[src/logic/wrt_pkg.sv]
// Package for the watchdog reset timer: offsets, fields, resets, timing.
// Assumes one 25 MHz system clock and an 8-bit register port.
package wrt_pkg;

	// Register offsets
	localparam logic [7:0] WRT_WDOG_CTRL_ADDR = 8'hc1;
	localparam logic [7:0] WRT_FLASH_CTRL_ADDR = 8'hc7;

	// watchdog_control fields
	localparam int WRT_WC_FLAG = 7;
	localparam int WRT_WC_UNUSED = 6;
	localparam int WRT_WC_RUN = 5;
	localparam int WRT_WC_RESTART = 4;
	localparam int WRT_WC_IDLE = 3;
	localparam int WRT_WC_PS_HI = 2;
	localparam int WRT_WC_PS_LO = 0;

	// flash_prog_control fields
	localparam int WRT_FC_PROG_EN = 7;
	localparam int WRT_FC_BOOT_SEL = 6;
	localparam int WRT_FC_SOFT_RST = 5;
	localparam int WRT_FC_CMD_FAIL = 4;
	localparam int WRT_FC_WAIT_HI = 2;
	localparam int WRT_FC_WAIT_LO = 0;

	// Reset values
	localparam logic [2:0] WRT_PS_RESET = 3'h0;
	localparam logic [2:0] WRT_WAIT_RESET = 3'h0;
	localparam logic [15:0] WRT_BOOT_ADDR = 16'h0000;

	// Timing: system clocks per prescaler step, stage widths
	localparam int WRT_SYS_DIV = 12;
	localparam int WRT_DIV_W = 4;
	localparam logic [WRT_DIV_W-1:0] WRT_DIV_LAST = 4'(WRT_SYS_DIV - 1);
	localparam int WRT_PRE_W = 8;
	localparam int WRT_CNT_W = 15;

	typedef enum logic [1:0] {
		WRT_AREA_APP,
		WRT_AREA_MONITOR
	} wrt_area_t;

	typedef enum logic [2:0] {
		WRT_CAUSE_POWER,
		WRT_CAUSE_WDOG,
		WRT_CAUSE_PIN,
		WRT_CAUSE_SOFT
	} wrt_cause_t;

	// Prescaler terminal count: ratio 2**(sel+1), minus one
	function automatic logic [WRT_PRE_W-1:0] wrtPreLast(
		input logic [2:0] sel
	);
		logic [8:0] ratio;
		ratio = 9'h002 << sel;
		return WRT_PRE_W'(ratio - 9'h001);
	endfunction

endpackage

[src/logic/wrt_core_if.sv]
// Carrier between the register side and the counting core.
// Assumes both ends run on the same system clock.
`timescale 1ns/100ps
`default_nettype none
interface wrt_core_if;
	import wrt_pkg::*;
	logic countEn;
	logic restart;
	logic [2:0] preSel;
	logic overflow;
	modport core (input countEn, input restart, input preSel, output overflow);
	modport ctrl (output countEn, output restart, output preSel, input overflow);
endinterface
`default_nettype wire

[src/logic/wrt_watchdog_reset_timer.sv]
// Watchdog reset timer top: control registers, reset sources, boot area.
// Assumes resetn is the power-on reset and all inputs share clk.
//
// Chosen here: strobed register access.
`timescale 1ns/100ps
`default_nettype none

// Notes on behaviour
// - 8-bit prescaler feeds 15-bit counter; counter overflow is the timeout.
// - Writing one to run enable starts counting.
// - Clearing run enable halts counting; no timeout while zero.
// - Counter overflow raises an internal system reset.
// - Overflow sets the top-bit reset flag; software clears it.
// - Restart bit zeroes prescaler and counter, then clears itself.
// - Idle bit one keeps counting in idle; zero suspends it.
// - Prescale select gives ratio two to the power select plus one.
// - Timeout is 12 times ratio times 32768 system clocks.
// - Watchdog, pin or 20h soft reset restart at application 0000h.
// - Writing 60h resets and restarts at boot monitor 0000h.
// - Cold boot starts in monitor; no download leads to application reset.
// - Watchdog reset keeps RAM; power-on leaves RAM undefined.
// - Flash control bit 5 resets and self-clears; bit 6 picks area.
// - Soft reset returns registers other than the reset flag, and ports, to initial values; no port logic here, and status outputs are not restored.
module wrt_watchdog_reset_timer
	import wrt_pkg::*;
(
	input wire logic clk,
	input wire logic resetn,
	input wire logic [7:0] regAddr,
	input wire logic [7:0] regWrData,
	input wire logic regWr,
	input wire logic regRd,
	output logic [7:0] regRdData,
	input wire logic cpuIdle,
	input wire logic resetPinReq,
	input wire logic monitorNoDownload,
	output logic sysResetReq,
	output logic bootFromMonitor,
	output logic [15:0] bootAddr,
	output logic coldBoot,
	output logic ramRetained,
	output logic [2:0] resetCause
);
	wrt_core_if cif ();

	// watchdog_control state
	logic flag_q;
	logic run_q;
	logic restart_q;
	logic idle_q;
	logic [2:0] ps_q;

	// flash_prog_control state
	logic progEn_q;
	logic bootSel_q;
	logic cmdFail_q;
	logic [2:0] wait_q;

	// Reset and boot state
	logic sysRst_q;
	wrt_area_t area_q;
	wrt_cause_t cause_q;
	logic cold_q;
	logic ramOk_q;
	logic [7:0] rdData_q;
	logic [7:0] wdogByte;
	logic [7:0] flashByte;
	logic flag_d;

	// Decoded accesses and events
	logic wrWdog;
	logic wrFlash;
	logic softRst;
	logic pinRst;
	logic wdogRst;
	logic monRst;
	logic anyRst;

	// Write aimed at one register; writes meeting a reset pulse are lost
	function automatic logic wrHit(
		input logic wr,
		input logic busy,
		input logic [7:0] addr,
		input logic [7:0] target
	);
		return wr && !busy && (addr == target);
	endfunction

	assign wrWdog = wrHit(regWr, sysRst_q, regAddr, WRT_WDOG_CTRL_ADDR);
	assign wrFlash = wrHit(regWr, sysRst_q, regAddr, WRT_FLASH_CTRL_ADDR);
	assign wdogRst = cif.overflow;
	assign pinRst = resetPinReq;
	assign softRst = wrFlash && regWrData[WRT_FC_SOFT_RST];
	// Monitor found no download after cold boot
	assign monRst = monitorNoDownload && cold_q &&
		(area_q == WRT_AREA_MONITOR);
	assign anyRst = wdogRst || pinRst || softRst || monRst;

	// Core hookup
	assign cif.countEn = run_q && (!cpuIdle || idle_q);
	assign cif.restart = restart_q || sysRst_q;
	assign cif.preSel = ps_q;

	wrt_wdog_core u_core (
		.clk(clk),
		.resetn(resetn),
		.cif(cif)
	);

	// Internal system reset pulse, one cycle after the cause
	always_ff @(posedge clk) begin
		if (!resetn) begin
			sysRst_q <= 1'b0;
		end else begin
			sysRst_q <= anyRst;
		end
	end

	// Next flag: a set outranks a software clear in the same cycle
	always_comb begin
		flag_d = flag_q;
		if (wrWdog && !regWrData[WRT_WC_FLAG]) begin
			flag_d = 1'b0;
		end
		if (wdogRst) begin
			flag_d = 1'b1;
		end
	end

	// Reset flag: only power-on clears it besides software
	always_ff @(posedge clk) begin
		if (!resetn) begin
			flag_q <= 1'b0;
		end else begin
			flag_q <= flag_d;
		end
	end

	// Run enable
	always_ff @(posedge clk) begin
		if (!resetn || sysRst_q) begin
			run_q <= 1'b0;
		end else if (wrWdog) begin
			run_q <= regWrData[WRT_WC_RUN];
		end
	end

	// Counting in idle mode
	always_ff @(posedge clk) begin
		if (!resetn || sysRst_q) begin
			idle_q <= 1'b0;
		end else if (wrWdog) begin
			idle_q <= regWrData[WRT_WC_IDLE];
		end
	end

	// Prescale select
	always_ff @(posedge clk) begin
		if (!resetn || sysRst_q) begin
			ps_q <= WRT_PS_RESET;
		end else if (wrWdog) begin
			ps_q <= regWrData[WRT_WC_PS_HI:WRT_WC_PS_LO];
		end
	end

	// Restart bit lives one cycle, then hardware drops it
	always_ff @(posedge clk) begin
		if (!resetn || sysRst_q) begin
			restart_q <= 1'b0;
		end else if (wrWdog && regWrData[WRT_WC_RESTART]) begin
			restart_q <= 1'b1;
		end else begin
			restart_q <= 1'b0;
		end
	end

	// Flash control storage; soft-reset bit is never stored
	always_ff @(posedge clk) begin
		if (!resetn || sysRst_q) begin
			progEn_q <= 1'b0;
		end else if (wrFlash && !softRst) begin
			progEn_q <= regWrData[WRT_FC_PROG_EN];
		end
	end

	// Boot area select, plain storage until an internal system reset
	always_ff @(posedge clk) begin
		if (!resetn || sysRst_q) begin
			bootSel_q <= 1'b0;
		end else if (wrFlash && !softRst) begin
			bootSel_q <= regWrData[WRT_FC_BOOT_SEL];
		end
	end

	// Command failure bit, plain storage
	always_ff @(posedge clk) begin
		if (!resetn || sysRst_q) begin
			cmdFail_q <= 1'b0;
		end else if (wrFlash && !softRst) begin
			cmdFail_q <= regWrData[WRT_FC_CMD_FAIL];
		end
	end

	// Wait field, plain storage
	always_ff @(posedge clk) begin
		if (!resetn || sysRst_q) begin
			wait_q <= WRT_WAIT_RESET;
		end else if (wrFlash && !softRst) begin
			wait_q <= regWrData[WRT_FC_WAIT_HI:WRT_FC_WAIT_LO];
		end
	end

	// Boot area chosen by the reset source
	always_ff @(posedge clk) begin
		if (!resetn) begin
			area_q <= WRT_AREA_MONITOR;
		end else if (wdogRst || pinRst) begin
			area_q <= WRT_AREA_APP;
		end else if (softRst) begin
			area_q <= regWrData[WRT_FC_BOOT_SEL] ?
				WRT_AREA_MONITOR : WRT_AREA_APP;
		end else if (monRst) begin
			area_q <= WRT_AREA_APP;
		end
	end

	// Highest-ranked source of a warm reset
	function automatic wrt_cause_t causeOf(
		input logic wdog,
		input logic pin
	);
		if (wdog) begin
			return WRT_CAUSE_WDOG;
		end else if (pin) begin
			return WRT_CAUSE_PIN;
		end
		return WRT_CAUSE_SOFT;
	endfunction

	// Cause of the last reset; watchdog outranks pin, pin outranks soft
	always_ff @(posedge clk) begin
		if (!resetn) begin
			cause_q <= WRT_CAUSE_POWER;
		end else if (anyRst) begin
			cause_q <= causeOf(wdogRst, pinRst);
		end
	end

	// Cold marker holds until the first warm reset
	always_ff @(posedge clk) begin
		if (!resetn) begin
			cold_q <= 1'b1;
		end else if (anyRst) begin
			cold_q <= 1'b0;
		end
	end

	// RAM content only trusted after a warm reset
	always_ff @(posedge clk) begin
		if (!resetn) begin
			ramOk_q <= 1'b0;
		end else if (anyRst) begin
			ramOk_q <= 1'b1;
		end
	end

	// Read port, data one cycle after the strobe
	always_ff @(posedge clk) begin
		if (!resetn) begin
			rdData_q <= 8'h00;
		end else if (regRd) begin
			case (regAddr)
				WRT_WDOG_CTRL_ADDR: begin
					rdData_q <= wdogByte;
				end
				WRT_FLASH_CTRL_ADDR: begin
					rdData_q <= flashByte;
				end
				default: begin
					rdData_q <= 8'h00;
				end
			endcase
		end else begin
			rdData_q <= 8'h00;
		end
	end

	// Register images as software reads them
	assign wdogByte = {flag_q, 1'b0, run_q, restart_q, idle_q, ps_q};
	assign flashByte = {progEn_q, bootSel_q, 1'b0, cmdFail_q, 1'b0,
		wait_q};

	assign regRdData = rdData_q;
	assign sysResetReq = sysRst_q;
	assign bootFromMonitor = (area_q == WRT_AREA_MONITOR);
	assign bootAddr = WRT_BOOT_ADDR;
	assign coldBoot = cold_q;
	assign ramRetained = ramOk_q;
	assign resetCause = cause_q;
endmodule
`default_nettype wire

[src/logic/wrt_wdog_core.sv]
// Counting core: divide-by-twelve, 8-bit prescaler, 15-bit counter.
// Assumes restart is registered by the control side; countEn is combinational with cpuIdle.
`timescale 1ns/100ps
`default_nettype none
module wrt_wdog_core
	import wrt_pkg::*;
(
	input wire logic clk,
	input wire logic resetn,
	wrt_core_if.core cif
);
	logic [WRT_DIV_W-1:0] div_q;
	logic [WRT_PRE_W-1:0] pre_q;
	logic [WRT_CNT_W-1:0] cnt_q;
	logic ovf_q;
	logic divTick;
	logic preTick;

	assign divTick = cif.countEn && (div_q == WRT_DIV_LAST);
	assign preTick = divTick && (pre_q == wrtPreLast(cif.preSel));

	// Divide system clock by twelve
	always_ff @(posedge clk) begin
		if (!resetn || cif.restart) begin
			div_q <= '0;
		end else if (cif.countEn) begin
			div_q <= divTick ? '0 : div_q + 4'h1;
		end
	end

	// Prescaler stage
	always_ff @(posedge clk) begin
		if (!resetn || cif.restart) begin
			pre_q <= '0;
		end else if (divTick) begin
			pre_q <= preTick ? '0 : pre_q + 8'h01;
		end
	end

	// Main counter; wrap is the timeout
	always_ff @(posedge clk) begin
		if (!resetn || cif.restart) begin
			cnt_q <= '0;
		end else if (preTick) begin
			cnt_q <= cnt_q + 15'h0001;
		end
	end

	always_ff @(posedge clk) begin
		if (!resetn || cif.restart) begin
			ovf_q <= 1'b0;
		end else begin
			ovf_q <= preTick && (cnt_q == '1);
		end
	end

	assign cif.overflow = ovf_q;
endmodule
`default_nettype wire

[config.mk]
export PLATFORM = sky130hd
export DESIGN_NAME = wrt_watchdog_reset_timer
export DESIGN_NICKNAME = d
export VERILOG_FILES = /design/src/logic/wrt_pkg.sv /design/src/logic/wrt_core_if.sv /design/src/logic/wrt_watchdog_reset_timer.sv /design/src/logic/wrt_wdog_core.sv
export SDC_FILE = /design/constraint.sdc
export NUM_CORES = 1
export LEC_CHECK = 0
export BUFFER_PORTS_ARGS = -buffer_cell sky130_fd_sc_hd__buf_2
export CAP_MARGIN = 20
export CORE_ASPECT_RATIO = 1.25
export CORE_MARGIN = 2
export CORE_UTILIZATION = 49
export DETAILED_ROUTE_END_ITERATION = 8
export PLACE_DENSITY = 0.82
export SLEW_MARGIN = 20
export SYNTH_ARGS = -nofsm -noshare
export SYNTH_HDL_FRONTEND = slang
export SYNTH_SLANG_ARGS = --single-unit
export TNS_END_PERCENT = 1
[constraint.sdc]
create_clock -name clk -period 2.1 [get_ports clk]
set_input_delay 0.63 -clock clk [delete_from_list [all_inputs] [get_ports clk]]
set_output_delay 0.63 -clock clk [all_outputs]
set_load 0.02 [all_outputs]
# Word-level counts from Yosys, hierarchy flattened
# Cells that the tools add are included.
# Widths: inputs -> output; s select.
# classes
muxes	17
n_eq_ne	6
bitwise	1
n_shift	1
n_reduce_logical	30
n_addsub	4
# op_table
cell	count
$eq 8x8->1 const B	2
$pmux 8 s2	1
$add 15x1->15 const B	1
$eq 15x15->1 const B	1
$logic_and 1x1->1	13
$mux 1	9
$mux 3	3
$add 8x1->8 const B	1
$eq 8x8->1	1
$mux 8	1
$shl 2x3->8 const A	1
$sub 8x1->8 const B	1
$logic_or 1x1->1	7
$logic_not 1->1	5
$add 4x1->4 const B	1
$eq 4x4->1 const B	1
$mux 2	2
$mux 4	1
$reduce_bool 2->1	2
$reduce_bool 3->1	1
$eq 2x1->1 const B	1
$reduce_and 2->1	1
$reduce_or 2->1	1
$not 1->1	1
# totals
register_bits	57
output_inout_bits	31
elab_cells	79

# Depth between registers and ports, before layout
# Gate-level depths: netlist of run 1.
# depth
depth_word	9
ltp_mapped	8
mapped_depth_nobuf	7

# By module
# From an unflattened synthesis of run 1, not the netlist that was laid out.
# hier_totals
hier_cells	295
area_unflattened_um2	2705.1
# modules_own_cells
module	area_per_inst_um2	instances	seq_area_each_um2	cells_each
wrt_wdog_core	1529.0	1	560.5	176
wrt_watchdog_reset_timer	1176.1	1	540.5	119

# Least setup slack after synthesis of run 1
# No wires, ideal clock.
# synth_path
path_kind	input -> register
start	in regAddr[3]
end	reg bootSel_q
t_arrival_ns	2.078
n_path_buf	0
stages	6
path_slack_ns	-0.105
path_cell_list	nand4b_1 nor4_2 nand2_1 nor2_1 mux2i_1 nor2_1
# synth_between
elab_chain_len	5
# synth_lines
element	line_no	source
start, declared	wrt_watchdog_reset_timer.sv:29	input wire logic [7:0] regAddr,
$eq 8x8->1 (*)	wrt_watchdog_reset_timer.sv:86	return wr && !busy && (addr == target);
$logic_and 1x1->1 (*)	wrt_watchdog_reset_timer.sv:86	
$logic_and 1x1->1	wrt_watchdog_reset_timer.sv:93	assign softRst = wrFlash && regWrData[WRT_FC_SOFT_RST];
$logic_not 1->1	wrt_watchdog_reset_timer.sv:190	end else if (wrFlash && !softRst) begin
$logic_and 1x1->1 (*)	wrt_watchdog_reset_timer.sv:190	
end signal, assigned	wrt_watchdog_reset_timer.sv:191	bootSel_q <= regWrData[WRT_FC_BOOT_SEL];
end, declared	wrt_watchdog_reset_timer.sv:55	logic bootSel_q;
# Every way passes the cells marked *; elsewhere a longest branch is shown, timed or not.
# A chain may end at the register's enable or synchronous reset.

# Final worst setup path of run 1
# layout_path
start	reg ps_q[1] (netlist: cif.preSel[1])
end	reg u_core.cnt_q[10]
# layout_between
elab_chain_len	4
# layout_lines
element	line_no	source
start, declared	wrt_watchdog_reset_timer.sv:51	logic [2:0] ps_q;
start signal, assigned	wrt_watchdog_reset_timer.sv:162	ps_q <= regWrData[WRT_WC_PS_HI:WRT_WC_PS_LO];
$shl 2x3->8	wrt_pkg.sv:55	ratio = 9'h002 << sel;
$sub 8x1->8	wrt_pkg.sv:56	return WRT_PRE_W'(ratio - 9'h001);
$eq 8x8->1	wrt_wdog_core.sv:20	assign preTick = divTick && (pre_q == wrtPreLast(cif.preSel));
$logic_and 1x1->1	wrt_wdog_core.sv:20	
end signal, assigned	wrt_wdog_core.sv:45	cnt_q <= cnt_q + 15'h0001;
end, declared	wrt_wdog_core.sv:14	logic [WRT_CNT_W-1:0] cnt_q;
# No other way between the ends.

==> run_results.csv, run 1 <==
group,metric,value,unit
global_route,grt_pass1_vias,2119,
timing,timing.final.crit_share,0.990,
floorplanning,io_pins,54,
detailed_routing,topRoutingLayerUsed,"met4",
detailed_routing,dr_wl_met2,2940,um
global_route,grt_antenna_before_repair,0,
logic_synthesis,synth-edff-count,0,
timing,fin_crit,2080,ps
final_layout,final_nets,376,
floorplanning,core,5080,um2
cts,clkSinkCount,55,
detailed_routing,wl_per_cell,13.5,um
timing,setup-tns-final,0,ps
floorplanning,num_rows,29,
timing,setup_slack,21.4,ps
final_layout,drive_above_1_share,0.265,
cts,htree_levels,2,
logic_synthesis,synth-async-reset-ratio,0,
timing,rsz0062_at_grt,"true",
logic_synthesis,netlist_instances,296,
logic_synthesis,synthTopCellsByCount,"55 x dfxtp_1, 32 x nor2_1, 26 x nand2_1, 20 x a21oi_1, 17 x buf_4",
placement,dp.cells,403,
power_and_ir_drop,power,1.93,mW
flow_run,drv_cap,0,
detailed_routing,wl_met3,224,um
global_route,grt_pass1_wl,8800,um
timing,whs,438,ps
status,status,"finished clean",
logic_synthesis,yosys.area.top_type,"dfxtp_1",
timing,hold_viol,0,
logic_synthesis,yosysMostFrequentCell,"dfxtp_1",
logic_synthesis,ys_seq_area_frac,0.427,
power_and_ir_drop,ir_worst_vdd,0.449,mV
cts,cts_hold_buf,0,
placement,place_congestion,0.851,
logic_synthesis,synth_top_cell_area_share,0.427,
logic_synthesis,synth.distinct_cells,49,
logic_synthesis,yosys_warnings,0,
detailed_routing,drc,0,
cts,clockBufferDepth,2,
global_route,grt-ovfl-total,0,
critical_path,critPathKind,"flip-flop to flip-flop",
placement,port_buffers,36,
final_layout,instances_no_fill,413,
cts,clock_latency,320,ps
detailed_routing,drtIter0Drc,207,
critical_path,critPathCaptureType,"flip-flop",
timing,clock_skew,8.68,ps
timing,fmax,481,MHz
logic_synthesis,ys_top_cells_by_area,"dfxtp_1 43%, buf_4 5.0%, nor2_1 4.7%",
detailed_routing,drtPass1Iterations,4,
detailed_routing,drt-total-wl,5560,um
power_and_ir_drop,leakage,1.16,nW
logic_synthesis,synthesis.area,2580,um2
power_and_ir_drop,p_per_area,620,nW/um2
global_route,track_usage,0.194,
final_layout,antenna_cells,0,
cts,cts_root_buf,"clkbuf_8",
placement,placed_cell_area,2880,um2
logic_synthesis,avgSynthCellArea,8.71,um2
detailed_routing,antenna_left,0,
critical_path,critPathMaxFanout,5,
placement,hpwlAfterDp,3930,um
floorplanning,die_h,85.1,um
final_layout,design_area,3110,um2
final_layout,area_growth,20.5,%
placement,dp_slack,-204,ps
cts,cts_buffers,5,
floorplanning,die_x,68.9,um
floorplanning,dieArea,5860,um2
critical_path,required,2360,ps
critical_path,cp.arrival,2330,ps
timing,slew_violations,0,
final_layout,final_util,0.612,
cts,clk_pin_slew_worst_paths,110,ps
logic_synthesis,ys_dominant_reg_cell,"dfxtp_1",
detailed_routing,avgViaCountPerCell,5.46,
timing,setup-violations-final,0,
worst_hold_path,hold_path_class,"flip-flop to flip-flop",
floorplanning,start_util,0.507,
critical_path,ff2ff_setup_slack,20,ps
logic_synthesis,synth_seq_cells,55,
cts,cts_tree,"yes",
detailed_routing,dr_total_vias,2256,
critical_path,cp-start-kind,"flip-flop",
detailed_routing,wl_met1,2280,um
global_route,grt_max_degree,20,
report_power, final:
group	switching (mW)	total, mW	leakage, nW	internal, mW
clock	0.377	0.745	0.0607	0.368
combinational	0.0888	0.126	0.652	0.0373
sequential	0.00458	1.05	0.446	1.05
what timing repair did:
item / CTS / global route
endpoints found under the hold margin: 0 / 0
resized for setup: 5 / 17
gates cloned: 0 / 1
endpoints found under the setup margin: 7 / 10
pin swaps: 2 / 8
buffers inserted: 0 / 1
critical path: stages (launching register included):
cell and delay (ps):
dfxtp_4 380, or4_4 490, nor2_4 120, o311a_4 240
nand3_4 110, or4_4 550, a21oi_2 130
kinds of logic after synthesis:
| kind of cell | count (synthesis) | synth area share |
|---|---|---|
| flops | 55 | 0.427 |
| compound gates | 58 | 0.158 |
| fa+ha+maj | 3 | 0.0146 |
| xor+xnor | 11 | 0.0374 |
| simple gates | 120 | 0.242 |
| mux | 9 | 0.0350 |
| buf+inv | 39 | 0.0849 |
| other cells | 1 | 0.00145 |
state kept, by name, summed over array words and instances (netlist names), 2 cells and up:
signal / cells
u_core.cnt_q: 15
regRdData: 8
u_core.pre_q: 8
u_core.div_q: 4
cif.preSel: 3
wait_q: 3
resetCause: 2
cells in the final DEF (no fill, tap or decap), drive strengths merged, types with 6 or more instances in the layout:
cell type / instances
a21oi: 20
a22oi: 6
buf: 58
conb: 17
dfxtp: 55
inv: 13
mux2i: 9
nand2: 27
nand3: 15
nand4: 8
nor2: 32
nor4: 6
o21a: 6
o21ai: 8
o31ai: 6
or3: 7
or4: 6
xnor2: 6
layer usage:
layer,track usage,up-vias
li1,-,1125
met1,0.220,1070
met2,0.341,52
met3,0.0438,9
met4,0.0784,0
met5,0,-
final timing paths:
path	from	end	depth (start not counted)
hold reg to reg	bootSel_q$_SDFFE_PP0P_	regRdData[6]$_SDFF_PN0_	2
setup / recovery	cif.preSel[1]$_SDFFE_PP0P_	u_core.cnt_q[10]$_SDFFE_PP0P_	6
setup reg to reg	cif.preSel[1]$_SDFFE_PP0P_	u_core.cnt_q[10]$_SDFFE_PP0P_	6
hold / removal	bootSel_q$_SDFFE_PP0P_	regRdData[6]$_SDFF_PN0_	2
final cells by class:
type	count	area, um2
flip-flops and latches	55	1110
clock buffers	5	68.8
well taps	62	77.6
inverters	11	41.3
fillers	449	1970
repair buffers	58	349
clock inverters	3	50.0
multi-input cells	219	1410
(Power assumes the default switching activity.)
==> run 2: changes to the inputs <==
--- a/config.mk
+++ b/config.mk
@@ -11,9 +11,10 @@
 export CORE_MARGIN = 2
 export CORE_UTILIZATION = 49
 export DETAILED_ROUTE_END_ITERATION = 8
-export PLACE_DENSITY = 0.82
+export PLACE_DENSITY = 0.81
 export SLEW_MARGIN = 20
 export SYNTH_ARGS = -nofsm -noshare
 export SYNTH_HDL_FRONTEND = slang
+export SYNTH_HIERARCHICAL = 1
 export SYNTH_SLANG_ARGS = --single-unit
 export TNS_END_PERCENT = 1
==> run 2 against run 1 <==
  * The run now ends with setup timing left
  * Sequential power is essentially flat
  * Die area grew 4.7%
  * Sequential share of layout area shrank 2.2 points
  * Global-route usage grew 0.56 points
  * Non-clock buffer count grew 8
  * Maximum frequency shrank 18%
  * First-iteration DRC count shrank 57%
==> run_results.csv, run 2 <==
group,metric,value,unit
final_layout,multiInputGateArea,1570,um2
global_route,grt-ovfl-total,0,
final_layout,antenna_cells,0,
logic_synthesis,yosys.area.top_type,"dfxtp_1",
cts,cts_hold_buf,0,
critical_path,slowest_stage,"a2111oi_4",
power_and_ir_drop,ir_worst_vdd,0.465,mV
final_layout,layout_common_cells,"52 x dfxtp_1, 36 x buf_2, 30 x nor2_1, 27 x buf_4, 19 x nand2_1",
detailed_routing,drtIter0Drc,89,
global_route,grt_antenna_before_repair,0,
global_route,grt_pass1_wl,9850,um
floorplanning,die_x,70.5,um
critical_path,critPathKind,"flip-flop to flip-flop",
critical_path,critPathMaxFanout,6,
placement,hpwlAfterDp,4370,um
timing,fin_crit,2530,ps
logic_synthesis,synth.distinct_cells,51,
timing,tightest_slew,670,ps
worst_hold_path,hold_path_class,"flip-flop to flip-flop",
power_and_ir_drop,leakage,1.36,nW
final_layout,final_nets,383,
final_layout,area_growth,22.3,%
floorplanning,start_util,0.504,
timing,setup_slack,-432,ps
global_route,track_usage,0.200,
cts,clk_pin_slew_worst_paths,100,ps
logic_synthesis,ys_dominant_reg_cell,"dfxtp_1",
final_layout,nFillCells,441,
flow_run,drv_cap,0,
detailed_routing,dr_total_vias,2287,
floorplanning,io_pins,54,
critical_path,reg2reg_depth,11,
global_route,grt_pass1_vias,2190,
logic_synthesis,ys_top_cells_by_area,"dfxtp_1 41%, mux2i_1 5.6%, buf_4 5.0%",
critical_path,ff2ff_setup_slack,-430,ps
timing,fmax,395,MHz
logic_synthesis,synth-edff-count,0,
detailed_routing,drt-total-wl,6180,um
critical_path,max_stage_delay,390,ps
timing,clock_skew,6.78,ps
final_layout,largest_reg_flops,15,
detailed_routing,wl_per_cell,14.7,um
floorplanning,num_rows,30,
floorplanning,die_h,87.1,um
cts,cts_root_buf,"clkbuf_8",
critical_path,cp.arrival,2740,ps
cts,clockBufferDepth,2,
status,status,"complete, but fails checks",
worst_hold_path,holdCritStartpoint,"ramRetained$_SDFFE_PN0P_",
logic_synthesis,netlist_instances,295,
power_and_ir_drop,power,1.89,mW
logic_synthesis,synthesis.area,2710,um2
logic_synthesis,synthTopCellsByCount,"55 x dfxtp_1, 31 x nor2_1, 22 x nand2_1, 18 x buf_4, 15 x mux2i_1",
timing,setup-violations-final,23,
critical_path,r2r-start,"cif.preSel[2]$_SDFFE_PP0P_",
logic_synthesis,synth_top_cell_area_share,0.407,
logic_synthesis,synth_seq_cells,55,
final_layout,largest_register,"u_core/cnt_q",
critical_path,critPathCaptureType,"flip-flop",
timing,hold_viol,0,
logic_synthesis,avgSynthCellArea,9.17,um2
timing,timing.final.crit_share,1.21,
cts,clkSinkCount,55,
detailed_routing,avgViaCountPerCell,5.45,
timing,slew_violations,0,
worst_hold_path,min_to,"ramRetained$_SDFFE_PN0P_",
cts,htree_levels,2,
floorplanning,dieArea,6130,um2
logic_synthesis,yosysMostFrequentCell,"dfxtp_1",
cts,cts_buffers,5,
cts,cts_tree,"yes",
logic_synthesis,ys_seq_area_frac,0.407,
detailed_routing,antenna_left,0,
cts,clock_latency,310,ps
global_route,grt_max_degree,20,
detailed_routing,drtPass1Iterations,4,
status,violations,"setup timing",
final_layout,seqCellArea,1100,um2
logic_synthesis,synth-async-reset-ratio,0,
critical_path,crit_chain,"nor2_4 -> nand2_2 -> ha_4 -> xnor2_4 -> mux2_4 -> a2111oi_4 -> buf_4 -> nand3_4 -> buf_6 -> o31ai_2 -> a21oi_1",
final_layout,drive_above_1_share,0.292,
placement,port_buffers,36,
timing,slew_headroom,0.552,
detailed_routing,drc,0,
placement,place_congestion,0.818,
power_and_ir_drop,p_per_area,570,nW/um2
timing,rsz0062_at_grt,"true",
worst_hold_path,hold_depth,2,
critical_path,cp-start-kind,"flip-flop",
critical_path,required,2300,ps
floorplanning,core,5370,um2
timing,whs,475,ps
final_layout,layout_commonest_cell,"dfxtp_1",
critical_path,cp_top_family,"compound AO/OA/AOI/OAI gates",
critical_path,r2r_end,"u_core/cnt_q[5]$_SDFFE_PP0P_",
critical_path,path_buf_inv,2,
logic_synthesis,yosys_warnings,6,
==> run 2: cell types whose count changed after synthesis, sizes merged, moves of 5 or more <==
cell	change
a21oi	-6
a22o	+5
a22oi	-6
mux2i	+6
nand3	-8
o21a	-6
or3	-5
xor2	+5
==> run 2: per-layer routing <==
layer	part of all wire	wire length, um	track usage	up-vias
met5	0	0	0	-
met4	0.023	142	0.0839	0
met3	0.034	207	0.0324	14
met2	0.54	3360	0.383	62
met1	0.40	2460	0.215	1074
li1	-	-	-	1137
==> run 2: where the power goes <==
part / internal (mW) / switching, mW / total, mW
logic: 0.0410 / 0.0934 / 0.134
clock network: 0.349 / 0.348 / 0.698
registers: 1.05 / 0.00486 / 1.06
==> run 2: layout make-up <==
type	instances	share of cell area
Clock buffer	5	0.0208
Multi-Input combinational cell	220	0.475
Clock inverter	2	0.0113
Sequential cell	55	0.334
Tap cell	64	0.0242
Timing Repair Buffer	66	0.126
Inverter	8	0.00908
==> run 2: kinds of logic after synthesis <==
family	after synthesis	share of synthesized area
AOI/OAI and AO/OA	43	0.117
xor gates and xnor gates	17	0.0550
adders and majority gates	4	0.0185
buffers and inverters	37	0.0782
DFF	55	0.407
muxes	16	0.0611
other	1	0.00139
and+or+nand+nor	122	0.262
==> run 2: worst reg2reg max path, stage by stage, from the launching register on <==
cell and delay, ps:
dfxtp_2 350, nor2_4 130, nand2_2 80, ha_4 180, xnor2_4 150, mux2_4 340, a2111oi_4 390, buf_4 210
nand3_4 110, buf_6 180, o31ai_2 230, a21oi_1 80
==> run 2: worst max-delay path by stage <==
stage / cells past startpoint / to / slack, ps / start
after floorplan: 10 / u_core/cnt_q[12]$_SDFFE_PP0P_ / -470 / cif.preSel[1]$_SDFFE_PP0P_
after global placement: 9 / u_core/cnt_q[12]$_SDFFE_PP0P_ / -440 / cif.preSel[1]$_SDFFE_PP0P_
after detailed placement: 8 / u_core/cnt_q[12]$_SDFFE_PP0P_ / -520 / cpuIdle
after CTS: 9 / u_core/cnt_q[12]$_SDFFE_PP0P_ / -410 / cif.preSel[2]$_SDFFE_PP0P_
after global routing: 10 / u_core/cnt_q[10]$_SDFFE_PP0P_ / -550 / cif.preSel[2]$_SDFFE_PP0P_
final: 11 / u_core/cnt_q[5]$_SDFFE_PP0P_ / -430 / cif.preSel[2]$_SDFFE_PP0P_
==> run 2: what timing repair did <==
item | in CTS | in global routing
gates resized for setup | 15 | 3
setup endpoints to repair | 23 | 23
endpoints found under the hold margin | 0 | 0
setup buffers | 4 | 0
gates cloned | 1 | 0
pin swaps | 20 | 1
==> run 2: metrics by stage <==
step           instances  setup slack [ps]   util  TNS (ps)  cell area, um2
4_1_cts              420              -408  0.611     -5940            3280
3_5_place_dp         408              -521  0.573     -8240            3080
2_1_floorplan        311              -475      -     -7780            2820
6_report             420              -432  0.616     -6470            3310
3_3_place_gp         408              -444  0.573     -6460            3080
5_1_grt              420              -555  0.616     -8940            3310
==> run 3: changes to the inputs <==
--- a/config.mk
+++ b/config.mk
@@ -12,6 +12,7 @@
 export CORE_UTILIZATION = 49
 export DETAILED_ROUTE_END_ITERATION = 8
 export PLACE_DENSITY = 0.81
+export RECOVER_POWER = 100
 export SLEW_MARGIN = 20
 export SYNTH_ARGS = -nofsm -noshare
 export SYNTH_HDL_FRONTEND = slang
==> run 3 against run 2 <==
  * The run still ends with setup timing left
  * Sequential power hardly changed
  * Clock power is essentially flat
  * Critical path depth is the same
  * Setup slack worse by 2.7 ps
  * Highest routed layer unchanged
==> run_results.csv, run 3 (synthesis gave the netlist of run 2 again) <==
group,metric,value,unit
cts,htree_levels,2,
global_route,grt_max_degree,20,
worst_hold_path,holdCritStartpoint,"ramRetained$_SDFFE_PN0P_",
final_layout,largest_reg_flops,15,
floorplanning,die_h,87.1,um
flow_run,drv_cap,0,
global_route,grt-ovfl-total,0,
critical_path,crit_chain,"nor2_4 -> nand2_2 -> ha_4 -> xnor2_4 -> mux2_4 -> a2111oi_4 -> buf_4 -> nand3_4 -> buf_6 -> o31ai_2 -> a21oi_1",
detailed_routing,drtIter0Drc,107,
placement,place_congestion,0.818,
critical_path,cp.arrival,2740,ps
floorplanning,core,5370,um2
timing,fmax,394,MHz
detailed_routing,dr_total_vias,2298,
final_layout,largest_register,"u_core/cnt_q",
timing,setup-violations-final,23,
cts,cts_root_buf,"clkbuf_8",
detailed_routing,drt-total-wl,6210,um
floorplanning,num_rows,30,
timing,hold_viol,0,
final_layout,final_nets,383,
critical_path,r2r-start,"cif.preSel[2]$_SDFFE_PP0P_",
timing,setup_slack,-435,ps
final_layout,layout_commonest_cell,"dfxtp_1",
global_route,grt_pass1_vias,2190,
placement,placed_cell_area,3080,um2
critical_path,critPathKind,"flip-flop to flip-flop",
final_layout,drive_above_1_share,0.244,
placement,dp_slack,-521,ps
final_layout,antenna_cells,0,
placement,hpwlAfterDp,4370,um
critical_path,cp_top_family,"compound AO/OA/AOI/OAI gates",
timing,slew_violations,0,
cts,clk_pin_slew_worst_paths,100,ps
cts,clockBufferDepth,2,
floorplanning,dieArea,6130,um2
cts,clock_latency,310,ps
critical_path,critPathMaxFanout,6,
global_route,track_usage,0.200,
cts,cts_hold_buf,0,
timing,rsz0062_at_grt,"true",
cts,cts_tree,"yes",
timing,fin_crit,2540,ps
power_and_ir_drop,ir_worst_vdd,0.464,mV
critical_path,required,2300,ps
detailed_routing,avgViaCountPerCell,5.47,
final_layout,layout_common_cells,"52 x dfxtp_1, 30 x nor2_1, 25 x buf_4, 22 x buf_2, 19 x nand2_1",
critical_path,max_stage_delay,390,ps
detailed_routing,drtPass1Iterations,4,
critical_path,path_buf_inv,2,
detailed_routing,antenna_left,0,
placement,port_buffers,36,
floorplanning,start_util,0.504,
final_layout,design_area,3270,um2
detailed_routing,drc,0,
floorplanning,io_pins,54,
timing,clock_skew,6.88,ps
critical_path,slowest_stage,"a2111oi_4",
critical_path,cp-start-kind,"flip-flop",
critical_path,critPathCaptureType,"flip-flop",
critical_path,crit_start,"cif.preSel[2]$_SDFFE_PP0P_",
final_layout,final_util,0.608,
status,status,"complete, but fails checks",
final_layout,area_growth,20.7,%
detailed_routing,wl_per_cell,14.8,um
timing,slew_headroom,0.394,
power_and_ir_drop,p_per_area,577,nW/um2
floorplanning,die_x,70.5,um
global_route,grt_pass1_wl,9850,um
cts,cts_buffers,5,
cts,clkSinkCount,55,
power_and_ir_drop,leakage,1.30,nW
global_route,grt_antenna_before_repair,0,
timing,tightest_slew,897,ps
worst_hold_path,hold_path_class,"flip-flop to flip-flop",
timing,timing.final.crit_share,1.21,
status,violations,"setup timing",
[run 3: changes by cell type in the layout (fill, tap and decap cells not counted)]
cell      delta
clkbuf_1    +15
a21boi_0     +1
a21boi_2     -1
clkbuf_2     +1
nor4b_1      +1
nor4b_4      -1
buf_4        -2
buf_2       -14
[run 3: area by class of cell]
cell class,instances,area (um2)
well taps,64,80.1
repair buffers,66,393
fillers,455,2100
flip-flops and latches,55,1100
multi-input cells,220,1550
inverters,8,30.0
clock inverters,2,37.5
clock buffers,5,68.8
[run 3: worst reg2reg max path, stage by stage, from the launching register on]
cell and delay [ps]:
dfxtp_2 350, nor2_4 130, nand2_2 80, ha_4 180
xnor2_4 150, mux2_4 340, a2111oi_4 400, buf_4 210
nand3_4 110, buf_6 180, o31ai_2 230, a21oi_1 80
[run 3: worst paths after layout]
path / cells past startpoint / slack, ps / endpoint
setup / recovery: 11 / -440 / u_core/cnt_q[5]$_SDFFE_PP0P_
hold / removal: 2 / 480 / ramRetained$_SDFFE_PN0P_
setup reg to reg: 11 / -440 / u_core/cnt_q[5]$_SDFFE_PP0P_
hold reg to reg: 2 / 480 / ramRetained$_SDFFE_PN0P_
[run 3: timing repair]
| item | CTS | global route |
|---|---|---|
| pin swaps | 20 | 1 |
| buffers inserted | 4 | 0 |
| setup endpoints to repair | 23 | 23 |
| resized for setup | 15 | 3 |
| gates cloned | 1 | 0 |
[run 3: per-stage QoR]
stage / TNS [ps] / hold WS (ps) / total power, mW / std cells
finish: -6530 / 478 / 1.88 / 420
global route: -10880 / 505 / 1.93 / 420
CTS: -5940 / 473 / 1.89 / 420
detailed placement: -8240 / 459 / 1.21 / 408
global placement: -6460 / 446 / 1.21 / 408
floorplan: -7780 / 429 / 1.18 / 311
[run 3: power breakdown]
part	internal (mW)	switching, mW
Clock	0.349	0.349
Sequential	1.05	0.00504
Combinational	0.0375	0.0919
[run 3: layer usage]
layer / up-vias / GRT usage / wire length [um] / part of all wire
met4: 0 / 0.0839 / 159 / 0.026
met3: 16 / 0.0324 / 245 / 0.039
met1: 1066 / 0.215 / 2470 / 0.40
met2: 78 / 0.383 / 3340 / 0.54
met5: - / 0 / 0 / 0
li1: 1138 / - / - / -
